## config.mk

```make
export PLATFORM = sky130hd
export DESIGN_NAME = dtd_timer
export DESIGN_NICKNAME = d
export VERILOG_FILES = /design/src/dtd_pkg.sv /design/src/dtd_timer.sv
export VERILOG_INCLUDE_DIRS = /design/src
export SDC_FILE = /design/constraint.sdc
export NUM_CORES = 1
export LEC_CHECK = 0
export BUFFER_PORTS_ARGS = -buffer_cell sky130_fd_sc_hd__buf_4
export CORE_ASPECT_RATIO = 1.25
export CORE_MARGIN = 4
export CORE_UTILIZATION = 50
export DETAILED_ROUTE_END_ITERATION = 6
export PLACE_DENSITY_LB_ADDON = 0.15
export SETUP_SLACK_MARGIN = 0.2
export SYNTH_ARGS = -nofsm -noshare
export SYNTH_HDL_FRONTEND = slang
export SYNTH_SLANG_ARGS = --single-unit
export TNS_END_PERCENT = 20
```

## constraint.sdc

```tcl
create_clock -name core_clk -period 3.1 [get_ports core_clk]
set_input_delay 0.155 -clock core_clk [delete_from_list [all_inputs] [get_ports core_clk]]
set_output_delay 0.155 -clock core_clk [all_outputs]
set_load 0.01 [all_outputs]
```

## src/dtd_regs.svh

```systemverilog
/*
  Constants for the dual 8-bit timer/divider: control field positions,
  mode and clock-select codes, reset values and prescaler tap positions.
  Assumes inclusion by the design file and the bench only.
*/
`ifndef DTD_REGS_SVH
`define DTD_REGS_SVH

// Control register field positions and reset values
`define DTD_CR_MODE_LSB 0
`define DTD_CR_RUN_BIT 3
`define DTD_CR_CLK_LSB 4
`define DTD_CR_FF_BIT 7
`define DTD_CR_RESET 8'h00
`define DTD_CMP_RESET 8'h01

// Mode select codes
`define DTD_MODE_TIMER 3'h0
`define DTD_MODE_DIV 3'h1
`define DTD_MODE_PWM8 3'h2
`define DTD_MODE_RSVD 3'h3
`define DTD_MODE_PWM16 3'h6

// Clock select codes
`define DTD_CK_DIV11 3'h0
`define DTD_CK_DIV7 3'h1
`define DTD_CK_DIV5 3'h2
`define DTD_CK_DIV3 3'h3
`define DTD_CK_LOW 3'h4
`define DTD_CK_DIV1 3'h5
`define DTD_CK_FULL 3'h6
`define DTD_CK_PIN 3'h7

// Prescaler tap indices for the high- and low-frequency clock divider chains
`define DTD_TAP_11 10
`define DTD_TAP_7 6
`define DTD_TAP_5 4
`define DTD_TAP_3 2
`define DTD_TAP_1 0
`define DTD_LTAP_3 2

`endif

```

## src/dtd_pkg.sv

```systemverilog
/*
  Types for the dual 8-bit timer/divider: channel control word and
  per-channel status carrier.
  Assumes dtd_regs.svh sits in the same folder.
*/
`default_nettype none
package dtd_pkg;
  // Channel control word, fields as laid out in the control register
  typedef struct packed {
    logic ff_init;   // Flip-flop initial value
    logic [2:0] clk_sel; // Clock source select
    logic run;       // Run control
    logic [2:0] mode;    // Mode select
  } dtd_ctrl_t;

  // Per-channel observable state
  typedef struct packed {
    logic [7:0] count; // Up-counter value
    logic ff;          // Timer flip-flop
  } dtd_stat_t;

  // Channel operating class after decode
  typedef enum logic [1:0] {
    DTD_OP_IDLE = 2'b00,
    DTD_OP_TIMER = 2'b01,
    DTD_OP_DIV = 2'b10
  } dtd_op_t;
endpackage
`default_nettype wire

```

## src/dtd_timer.sv

```systemverilog
/*
  Dual 8-bit timer/event counter/divider. Each channel has an up-counter,
  a compare value, a timer flip-flop and a match pulse. Control words and
  compare values arrive as plain ports; control writes are marked by strobes.
  Assumes all inputs but event_in_pin are synchronous to core_clk and that the high- and
  low-frequency clock ticks arrive as one-cycle enables.
*/
// Behaviour
// - Cascaded modes take lower channel clock select
// - Slow mode: only low/8, low clock or pins
// - Timer counts clock, match pulses and clears
// - Compare value used immediately, unbuffered
// - Event mode counts falling pin edges
// - Divider match toggles flip-flop, clears, pulses
// - Divider pin is inverse of flip-flop
// - Init bit presets flip-flop; reset clears it
// - Stop holds pin; rewrite init afterwards
// - Control bit 3 runs or stops
// - Control bit 7 sets flip-flop value
// - Clock select maps eight sources
// - Stop write clears the counter
// - Mode 001 divider, 1xx cascaded timer, 011 reserved
`include "dtd_regs.svh"
`default_nettype none
module dtd_timer #(
  parameter int CHANNELS = 2 // Two cascadable channels
) (
  input wire logic core_clk, // System clock, 50 MHz
  input wire logic rst_n, // Synchronous reset, active low
  input wire logic clk_en, // Freezes all state when low
  input wire logic hf_tick, // High-frequency clock enable pulse
  input wire logic lf_tick, // Low-frequency clock enable pulse
  input wire logic slow_mode, // Slow or sleep power mode
  input wire logic divider_tap_select, // Use low/8 for code 000
  input wire dtd_pkg::dtd_ctrl_t channel_control_reg [CHANNELS], // Control words
  input wire logic [CHANNELS-1:0] ctrl_wr, // Control write strobes
  input wire logic [7:0] compare_value_reg [CHANNELS], // Compare values
  input wire logic [CHANNELS-1:0] event_in_pin, // External event inputs
  output logic [CHANNELS-1:0] match_irq, // Match pulses
  output logic [CHANNELS-1:0] divider_out_pin, // Inverted flip-flop
  output dtd_pkg::dtd_stat_t status [CHANNELS] // Counter and flip-flop
);
  // Prescaler chains: each bit toggles, a tap ticks as its bit falls
  logic [10:0] hf_div;
  logic [2:0] lf_div;
  logic [10:0] hf_rise;
  logic [2:0] lf_rise;

  // Free-running chains; a tap fires when its bit and all lower bits are ones
  always_ff @(posedge core_clk) begin
    if (!rst_n) begin
      hf_div <= 11'h000;
      lf_div <= 3'h0;
    end else if (clk_en) begin
      if (hf_tick) hf_div <= hf_div + 11'h001;
      if (lf_tick) lf_div <= lf_div + 3'h1;
    end
  end

  // Tap n fires once every 2^(n+1) source ticks
  for (genvar b = 0; b < 11; b++) begin : g_hfrise
    assign hf_rise[b] = hf_tick && (&hf_div[b:0]);
  end
  for (genvar b = 0; b < 3; b++) begin : g_lfrise
    assign lf_rise[b] = lf_tick && (&lf_div[b:0]);
  end

  // Source-clock decode shared by both channels
  function automatic logic src_tick(input logic [2:0] sel, input logic pin_fall);
    logic t;
    t = 1'b0;
    if (slow_mode) begin
      // Only the low/8 tap, low clock or pins remain usable
      unique case (sel)
        `DTD_CK_DIV11: t = lf_rise[`DTD_LTAP_3];
        `DTD_CK_LOW: t = lf_tick;
        `DTD_CK_PIN: t = pin_fall;
        default: t = 1'b0;
      endcase
    end else begin
      unique case (sel)
        `DTD_CK_DIV11: t = divider_tap_select ? lf_rise[`DTD_LTAP_3] : hf_rise[`DTD_TAP_11];
        `DTD_CK_DIV7: t = hf_rise[`DTD_TAP_7];
        `DTD_CK_DIV5: t = hf_rise[`DTD_TAP_5];
        `DTD_CK_DIV3: t = hf_rise[`DTD_TAP_3];
        `DTD_CK_LOW: t = lf_tick;
        `DTD_CK_DIV1: t = hf_rise[`DTD_TAP_1];
        `DTD_CK_FULL: t = hf_tick;
        `DTD_CK_PIN: t = pin_fall;
      endcase
    end
    return t;
  endfunction

  // Mode decode; 8-bit PWM and reserved codes leave the channel idle
  function automatic dtd_pkg::dtd_op_t op_of(input logic [2:0] m);
    dtd_pkg::dtd_op_t o;
    o = dtd_pkg::DTD_OP_IDLE;
    if (m == `DTD_MODE_TIMER) o = dtd_pkg::DTD_OP_TIMER;
    else if (m == `DTD_MODE_DIV) o = dtd_pkg::DTD_OP_DIV;
    else if (m[2]) o = dtd_pkg::DTD_OP_TIMER; // Cascaded: counts as timer per byte
    return o;
  endfunction

  // Pin synchronisers: two flops, then a third sample for the edge
  logic [CHANNELS-1:0] ev_s1, ev_s2, ev_s3;
  always_ff @(posedge core_clk) begin
    if (!rst_n) begin
      ev_s1 <= '1;
      ev_s2 <= '1;
      ev_s3 <= '1;
    end else if (clk_en) begin
      ev_s1 <= event_in_pin;
      ev_s2 <= ev_s1;
      ev_s3 <= ev_s2;
    end
  end
  wire logic [CHANNELS-1:0] ev_fall = ev_s3 & ~ev_s2;

  logic [7:0] cnt [CHANNELS];
  logic [CHANNELS-1:0] ff;
  logic [CHANNELS-1:0] tick;
  logic [CHANNELS-1:0] hit;
  logic [CHANNELS-1:0] ff_run_q; // Run level seen one edge ago

  for (genvar c = 0; c < CHANNELS; c++) begin : g_ch
    dtd_pkg::dtd_ctrl_t cr;
    dtd_pkg::dtd_op_t op;
    logic [2:0] sel;
    assign cr = channel_control_reg[c];
    assign op = op_of(cr.mode);
    // Cascaded modes draw the clock from the lower channel's select
    assign sel = cr.mode[2] ? channel_control_reg[0].clk_sel : cr.clk_sel;
    assign tick[c] = cr.run && (op != dtd_pkg::DTD_OP_IDLE) && src_tick(sel, ev_fall[c]);
    // Compare taken live from the port: no shadow copy
    assign hit[c] = tick[c] && (cnt[c] + 8'h01 == compare_value_reg[c]);

    // Counter: counts ticks, clears on match and on stop
    always_ff @(posedge core_clk) begin
      if (!rst_n) begin
        cnt[c] <= 8'h00;
      end else if (clk_en) begin
        if (!cr.run) cnt[c] <= 8'h00;
        else if (hit[c]) cnt[c] <= 8'h00;
        else if (tick[c]) cnt[c] <= cnt[c] + 8'h01;
      end
    end

    // Flip-flop: preset while stopped, toggles on divider match
    always_ff @(posedge core_clk) begin
      if (!rst_n) begin
        ff[c] <= 1'b0;
      end else if (clk_en) begin
        // A stop write keeps the level; only a later write while stopped presets it
        if (ctrl_wr[c] && !cr.run && !ff_run_q[c]) ff[c] <= cr.ff_init;
        else if (ctrl_wr[c] && cr.run && !ff_run_q[c]) ff[c] <= cr.ff_init;
        else if (hit[c] && op == dtd_pkg::DTD_OP_DIV) ff[c] <= ~ff[c];
      end
    end

    // Match pulse registered, coincides with counter at zero
    always_ff @(posedge core_clk) begin
      if (!rst_n) begin
        match_irq[c] <= 1'b0;
      end else if (clk_en) begin
        match_irq[c] <= hit[c];
      end
    end

    assign divider_out_pin[c] = ~ff[c];
    assign status[c] = '{count: cnt[c], ff: ff[c]};
  end

  // Previous run state, to tell a stop write from a write while stopped
  always_ff @(posedge core_clk) begin
    if (!rst_n) begin
      ff_run_q <= '0;
    end else if (clk_en) begin
      for (int i = 0; i < CHANNELS; i++) ff_run_q[i] <= channel_control_reg[i].run;
    end
  end

  // Checks
  a_match_clears: assert property (@(posedge core_clk) disable iff (!rst_n)
    clk_en && hit[0] |=> match_irq[0] && cnt[0] == 8'h00)
    else $error("match pulse without counter clear");
  a_stop_clears: assert property (@(posedge core_clk) disable iff (!rst_n)
    clk_en && !channel_control_reg[0].run |=> cnt[0] == 8'h00)
    else $error("counter not cleared on stop");
  a_div_toggle: assert property (@(posedge core_clk) disable iff (!rst_n)
    clk_en && hit[1] && !ctrl_wr[1] && channel_control_reg[1].mode == `DTD_MODE_DIV
    |=> ff[1] != $past(ff[1]))
    else $error("divider flip-flop did not toggle");
  a_pin_inverse: assert property (@(posedge core_clk) disable iff (!rst_n)
    divider_out_pin == ~ff)
    else $error("divider pin not inverse of flip-flop");
  a_stop_hold: assert property (@(posedge core_clk) disable iff (!rst_n)
    clk_en && ff_run_q[0] && !channel_control_reg[0].run |=> $stable(ff[0]))
    else $error("pin level changed on stop");
  a_preset_ff: assert property (@(posedge core_clk) disable iff (!rst_n)
    clk_en && ctrl_wr[0] && !ff_run_q[0] |=> ff[0] == $past(channel_control_reg[0].ff_init))
    else $error("preset not taken");
  a_event_edge: assert property (@(posedge core_clk) disable iff (!rst_n)
    clk_en && ev_fall[0] && channel_control_reg[0].run && !hit[0]
    && channel_control_reg[0].clk_sel == `DTD_CK_PIN && channel_control_reg[0].mode == 3'h0
    |=> cnt[0] == $past(cnt[0]) + 8'h01)
    else $error("falling edge not counted");
  a_slow_gate: assert property (@(posedge core_clk) disable iff (!rst_n)
    slow_mode && channel_control_reg[0].clk_sel == `DTD_CK_DIV7 && !channel_control_reg[0].mode[2]
    |-> !tick[0])
    else $error("fast source used in slow mode");
  a_cascade_clk: assert property (@(posedge core_clk) disable iff (!rst_n)
    channel_control_reg[1].mode[2] && channel_control_reg[1].run
    && channel_control_reg[0].clk_sel == `DTD_CK_PIN |-> !tick[1] || ev_fall[1])
    else $error("cascade ignored lower select");
  c_match: cover property (@(posedge core_clk) match_irq[0]);
  c_div_wave: cover property (@(posedge core_clk) ff[1] ##1 !ff[1]);
  c_event: cover property (@(posedge core_clk) ev_fall[0] && tick[0]);
endmodule
`default_nettype wire

```

=== Word level (Yosys, flattened, before mapping) ===
Memories as Yosys holds them, arrays and structs flattened.
Index checks and enable logic that the tools add are counted.

* Add/subtract/negate cells: 4
* Equal/unequal tests: 20
* Multiplexer cells: 57
* Bitwise operators: 10
* Reduce and logical (&&, ||, !) cells: 43

{| class="wikitable"
|+ Operators with widths
! kind !! number
|-
| 8-bit two-way mux || 6
|-
| 1-bit two-way mux || 42
|-
| 3-bit equality test, second input constant || 8
|-
| 1-bit logical AND || 22
|-
| 8-bit by 1-bit adder with 8-bit output, second input constant || 2
|-
| 8-bit equality test || 2
|-
| 1-bit case mux with 8 select lines || 2
|-
| 3-bit by 1-bit equality test with 1-bit output, second input constant || 4
|-
| 3-bit by 2-bit equality test with 1-bit output, second input constant || 4
|-
| 3-bit logical NOT || 4
|-
| 11-bit by 1-bit adder with 11-bit output, second input constant || 1
|-
| 11-bit AND reduction || 1
|-
| 2-bit two-way mux || 4
|-
| 2-bit AND reduction || 4
|-
| 7-bit AND reduction || 1
|-
| 1-bit OR || 6
|-
| 1-bit case mux with 3 select lines || 2
|-
| 3-bit AND reduction || 2
|-
| 3-bit nonzero test || 2
|-
| 5-bit AND reduction || 1
|-
| 2-bit equality test, second input constant || 2
|-
| 1-bit logical NOT || 4
|-
| 2-bit nonzero test || 2
|-
| 3-bit by 1-bit adder with 3-bit output, second input constant || 1
|-
| other kinds (4) || 5
|}

* Flip-flop bits (word level): 26
* Bits in writable memories: 16
* Output and inout bits: 22
* Memories kept: 1

{| class="wikitable"
|+ Memories
! memory !! depth !! width !! rd ports !! clocked after memory_dff !! write ports !! RTL line !! RTL
|-
| cnt || 2 || 8 || 2 || 0 || 2 || dtd_timer.sv:120 || <nowiki>logic [7:0] cnt [CHANNELS];</nowiki>
|}

=== Longest topological paths before layout ===
* Depth after elaboration: 14
* Gate-level depth with buffers: 12
* Gate-level depth less buffers: 11

=== Worst setup path before layout ===
Ideal clock, no wire load.

* Path type: register to register
* Start: mem cnt[0][0]
* End: mem cnt[0][7] (data pin)
* Setup time: 0.255 ns
* Data arrival time: 2.285 ns
* Setup slack: 0.560 ns
* Stages on the path, launching flop included: 11
* Period minus slack after synthesis: 2.540 ns
* Cell sequence: edfxtp_1 -> ha_1 -> buf_6 -> nand3_2 -> xor2_2 -> xnor2_1 -> or4_4 -> a311oi_2 -> or3b_1 -> buf_6 -> nor2_2

{| class="wikitable"
|+ RTL lines
! element !! RTL line
|-
| start: declaration || dtd_timer.sv:120
|}

==> metrics.yaml <==
drt:
  routed_wl_mm: 5.80
  ant_nets: 0
  vias: 2270
  drc_errors: 0
  via_per_inst: 5.38
  first_pass_iters: 4
  drt_iter0_markers: 68
  drt-wirelength-per-cell_um: 13.7
clock_tree:
  htreeDepth: 2
  cts_buffers: 5
  cts_tree: "yes"
  clk_pin_slew_ps: 80
  cts_buffer_depth: 2
  cts_hold_buf: 0
  clkLatencyLatePin_ps: 290
  root_buffer: "clkbuf_8"
  clkSinkCount: 42
global_routing:
  grt_pass1_wl_mm: 9.49
  gr-usage-all-layers_pct: 17.3
  antenna_found_initial: 0
  grt_max_degree: 31
  grt_pass1_vias: 2133
  overflow: 0
setup_path:
  path_class: "reg -> reg"
  cp_slowest_stage_delay_ps: 600
  worstSetupEndpointType: "flop"
  worst_path_max_delay_cell: "o41ai_1"
  start_kind: "flop"
  cp_max_fo: 8
  path_buf_inv: 1
  crit_required_ps: 3090
  worst_ep_arrival_time_ps: 2710
  crit_chain: "ha_1 -> nand3_2 -> clkinv_4 -> ha_1 -> and2_1 -> a211oi_1 -> a311oi_1 -> o41ai_1 -> nand2_1 -> nand2_1 -> nand2_1"
  cpMostUsedCell: "nand2_1"
  timing.rr.start: "hf_div[0]$_SDFFE_PN0P_"
  critical_path.top_delay_family: "compound AO/OA/AOI/OAI gates"
  startpoint: "hf_div[0]$_SDFFE_PN0P_"
synth:
  synth_cell_type_count: 65
  syn-cell-area_sq_mm: 0.00278
  syn_inst: 298
  synth.net_count: 348
  postSynthAreaPerCell_sq_um: 9.33
  ys_async_sr_fraction_pct: 0
  ys_ff_latch: 42
  synth_top_area_share_pct: 18.7
  synth-edff-count: 16
  ys_top_cells_by_area: "dfxtp_1 19%, edfxtp_1 17%, xnor2_1 7.2%"
  synth_flop_cell: "dfxtp_1"
  yosysSeqAreaShare_pct: 36.0
  yosys_warnings: 0
  synth_area_leader_cell: "dfxtp_1"
power_and_ir_drop:
  comb_power_share_pct: 18.0
  p_sw_mw: 0.318
  p_leak_nw: 1.37
  power_density_mw_per_mm2: 376
  p_int_mw: 0.953
  sw_frac_of_total_pct: 25.0
  ir_drop_uv: 296
  p_clk_share_pct: 33.5
  p_seq_share_pct: 48.5
sta:
  maxSlewHeadroom_pct: 61.8
  drv_slew: 0
  fmax_ghz: 0.368
  fin_setup_tns_ps: 0
  max_slew.worst_pin.slew_ps: 558
  min_period_ps: 2720
  finalCritPeriodShare_pct: 87.7
  finalHoldViolations: 0
  setup_violations: 0
  rsz0062_at_grt: "true"
  final.setup_skew_ps: 7.59
hold_path:
  min-delay-start: "event_in_pin[0]"
  hold_path_class: "in -> reg"
final_layout:
  drive_gt1_share_pct: 29.1
  syn2layout_area_growth_pct: 21.6
  fill_cells: 492
  num_antenna_cells: 0
  nets: 407
  fin_cells: 422
die:
  start_util_pct: 51.4
  core_sq_mm: 0.00541
  num_io_pins: 65
  fp.dieH_um: 91.4
  dieWidth_um: 74.7
  dieArea_sq_mm: 0.00682
  rows: 30
placement:
  dp_hpwl_mm: 4.58
  port_buffers: 64
  gp_congestion: 0.865
  placed_cells: 414
flow_run:
  maxCapViolations: 0
status:
  outcome: "complete, no violations"
## synth_stat cells (2+ instances only)
cell / count
inv_1: 11
nand2b_1: 4
xor2_1: 13
a21oi_1: 4
nor3b_1: 2
nand2_1: 40
a21boi_0: 6
nor2_1: 14
nor2b_1: 5
clkbuf_1: 5
and2b_2: 2
xnor2_1: 23
ha_1: 7
nor3_1: 7
mux2_2: 2
and2_1: 10
o211ai_1: 2
and3_2: 2
edfxtp_1: 16
mux2i_1: 12
nand4_1: 6
nand3_1: 12
buf_6: 5
o21ai_0: 7
or3_1: 2
nor2_2: 8
nand3_2: 2
dfxtp_1: 26
nor4_1: 5
and3b_2: 2
buf_1: 2
## metrics by stage
| stage | setup WS [ps] | hold WS [ps] | util [%] | power, mW | cell area [sq um] |
|---|---|---|---|---|---|
| after floorplan | 560 | 283 | - | 0.763 | 2780 |
| final | 382 | 79.4 | 62.5 | 1.27 | 3380 |
| after global routing | 162 | 82.7 | 62.5 | 1.34 | 3380 |
| after CTS | 307 | 70.7 | 62.4 | 1.29 | 3370 |
| after global placement | 369 | 373 | 60.3 | 0.855 | 3260 |
| after detailed placement | 327 | 375 | 60.3 | 0.859 | 3260 |
## cell type report
class,count,area (sq um),share of cell area (%)
Clock buffer,5,68.8,2.04
Clock inverter,3,45.0,1.33
Inverter,12,50.0,1.48
Sequential cell,42,1000,29.6
Tap cell,64,80.1,2.37
Multi-Input combinational cell,231,1650,48.7
Timing Repair Buffer,65,488,14.4
## cells by family after synthesis
family                     count (synthesis)  share of synthesized area (%)
and+or+nand+nor                          135                           26.7
xor gates and xnor gates                  39                           13.6
buffers and inverters                     25                           4.95
AOI/OAI and AO/OA                         36                           10.5
muxes                                     14                           5.13
adders and majority gates                  7                           3.15
DFF                                       42                           36.0
## worst paths after layout
check	endpoint	slack, ps	cells past startpoint
max	cnt[1][5]$_SDFFCE_PN0P_	380	11
min	ev_s1[0]$_SDFFE_PN1P_	80	3
max reg2reg	cnt[1][5]$_SDFFCE_PN0P_	380	11
min reg2reg	lf_div[1]$_SDFFE_PN0P_	470	2
## cells in the final DEF, fill, tap and decap left out, drive strengths merged, types with 6 or more instances in the layout
cell | netlist | final
dfxtp | 26 | 26
mux2i | 12 | 12
nand3 | 14 | 14
nor2 | 22 | 22
nor4 | 6 | 6
inv | 11 | 11
nor3 | 7 | 7
o21ai | 7 | 7
xor2 | 14 | 14
nand4 | 6 | 6
ha | 7 | 7
buf | 8 | 65
edfxtp | 16 | 16
and2 | 10 | 10
nand2 | 41 | 41
xnor2 | 23 | 23
a21boi | 6 | 6
## power groups by stage
stage                     registers, mW  logic [mW]  clock network [mW]
final                             0.617       0.229               0.426
after global routing              0.621       0.251               0.464
after CTS                         0.617       0.230               0.441
after detailed placement          0.630       0.229                   0
after global placement            0.629       0.227                   0
after floorplan                   0.631       0.132                   0
## worst register-to-register path: stages (launching register included)
cell	delay (ps)
dfxtp_1	370
ha_1	250
nand3_2	130
clkinv_4	80
ha_1	180
and2_1	130
a211oi_1	210
a311oi_1	80
o41ai_1	600
nand2_1	110
nand2_1	80
nand2_1	200
## per-layer routing
| metal | routed length [um] | global-route usage (%) | vias to the layer above |
|---|---|---|---|
| li1 | - | - | 1167 |
| met1 | 2520 | 22.0 | 1047 |
| met2 | 2940 | 29.8 | 52 |
| met3 | 285 | 3.10 | 4 |
| met4 | 53 | 4.15 | 0 |
| met5 | 0 | 0 | - |
## sequential cells by signal, indices dropped and copies added (netlist names)
register / flops
ev_s3: 2
hf_div: 11
ev_s2: 2
ff_run_q: 2
lf_div: 3
match_irq: 2
ev_s1: 2
cnt: 16
status: 2
## repair_timing
item,4_1_cts,5_1_grt
setup buffers,0,0
endpoints found under the setup margin,0,25
gates resized for setup,0,2
(Power assumes the default switching activity.)
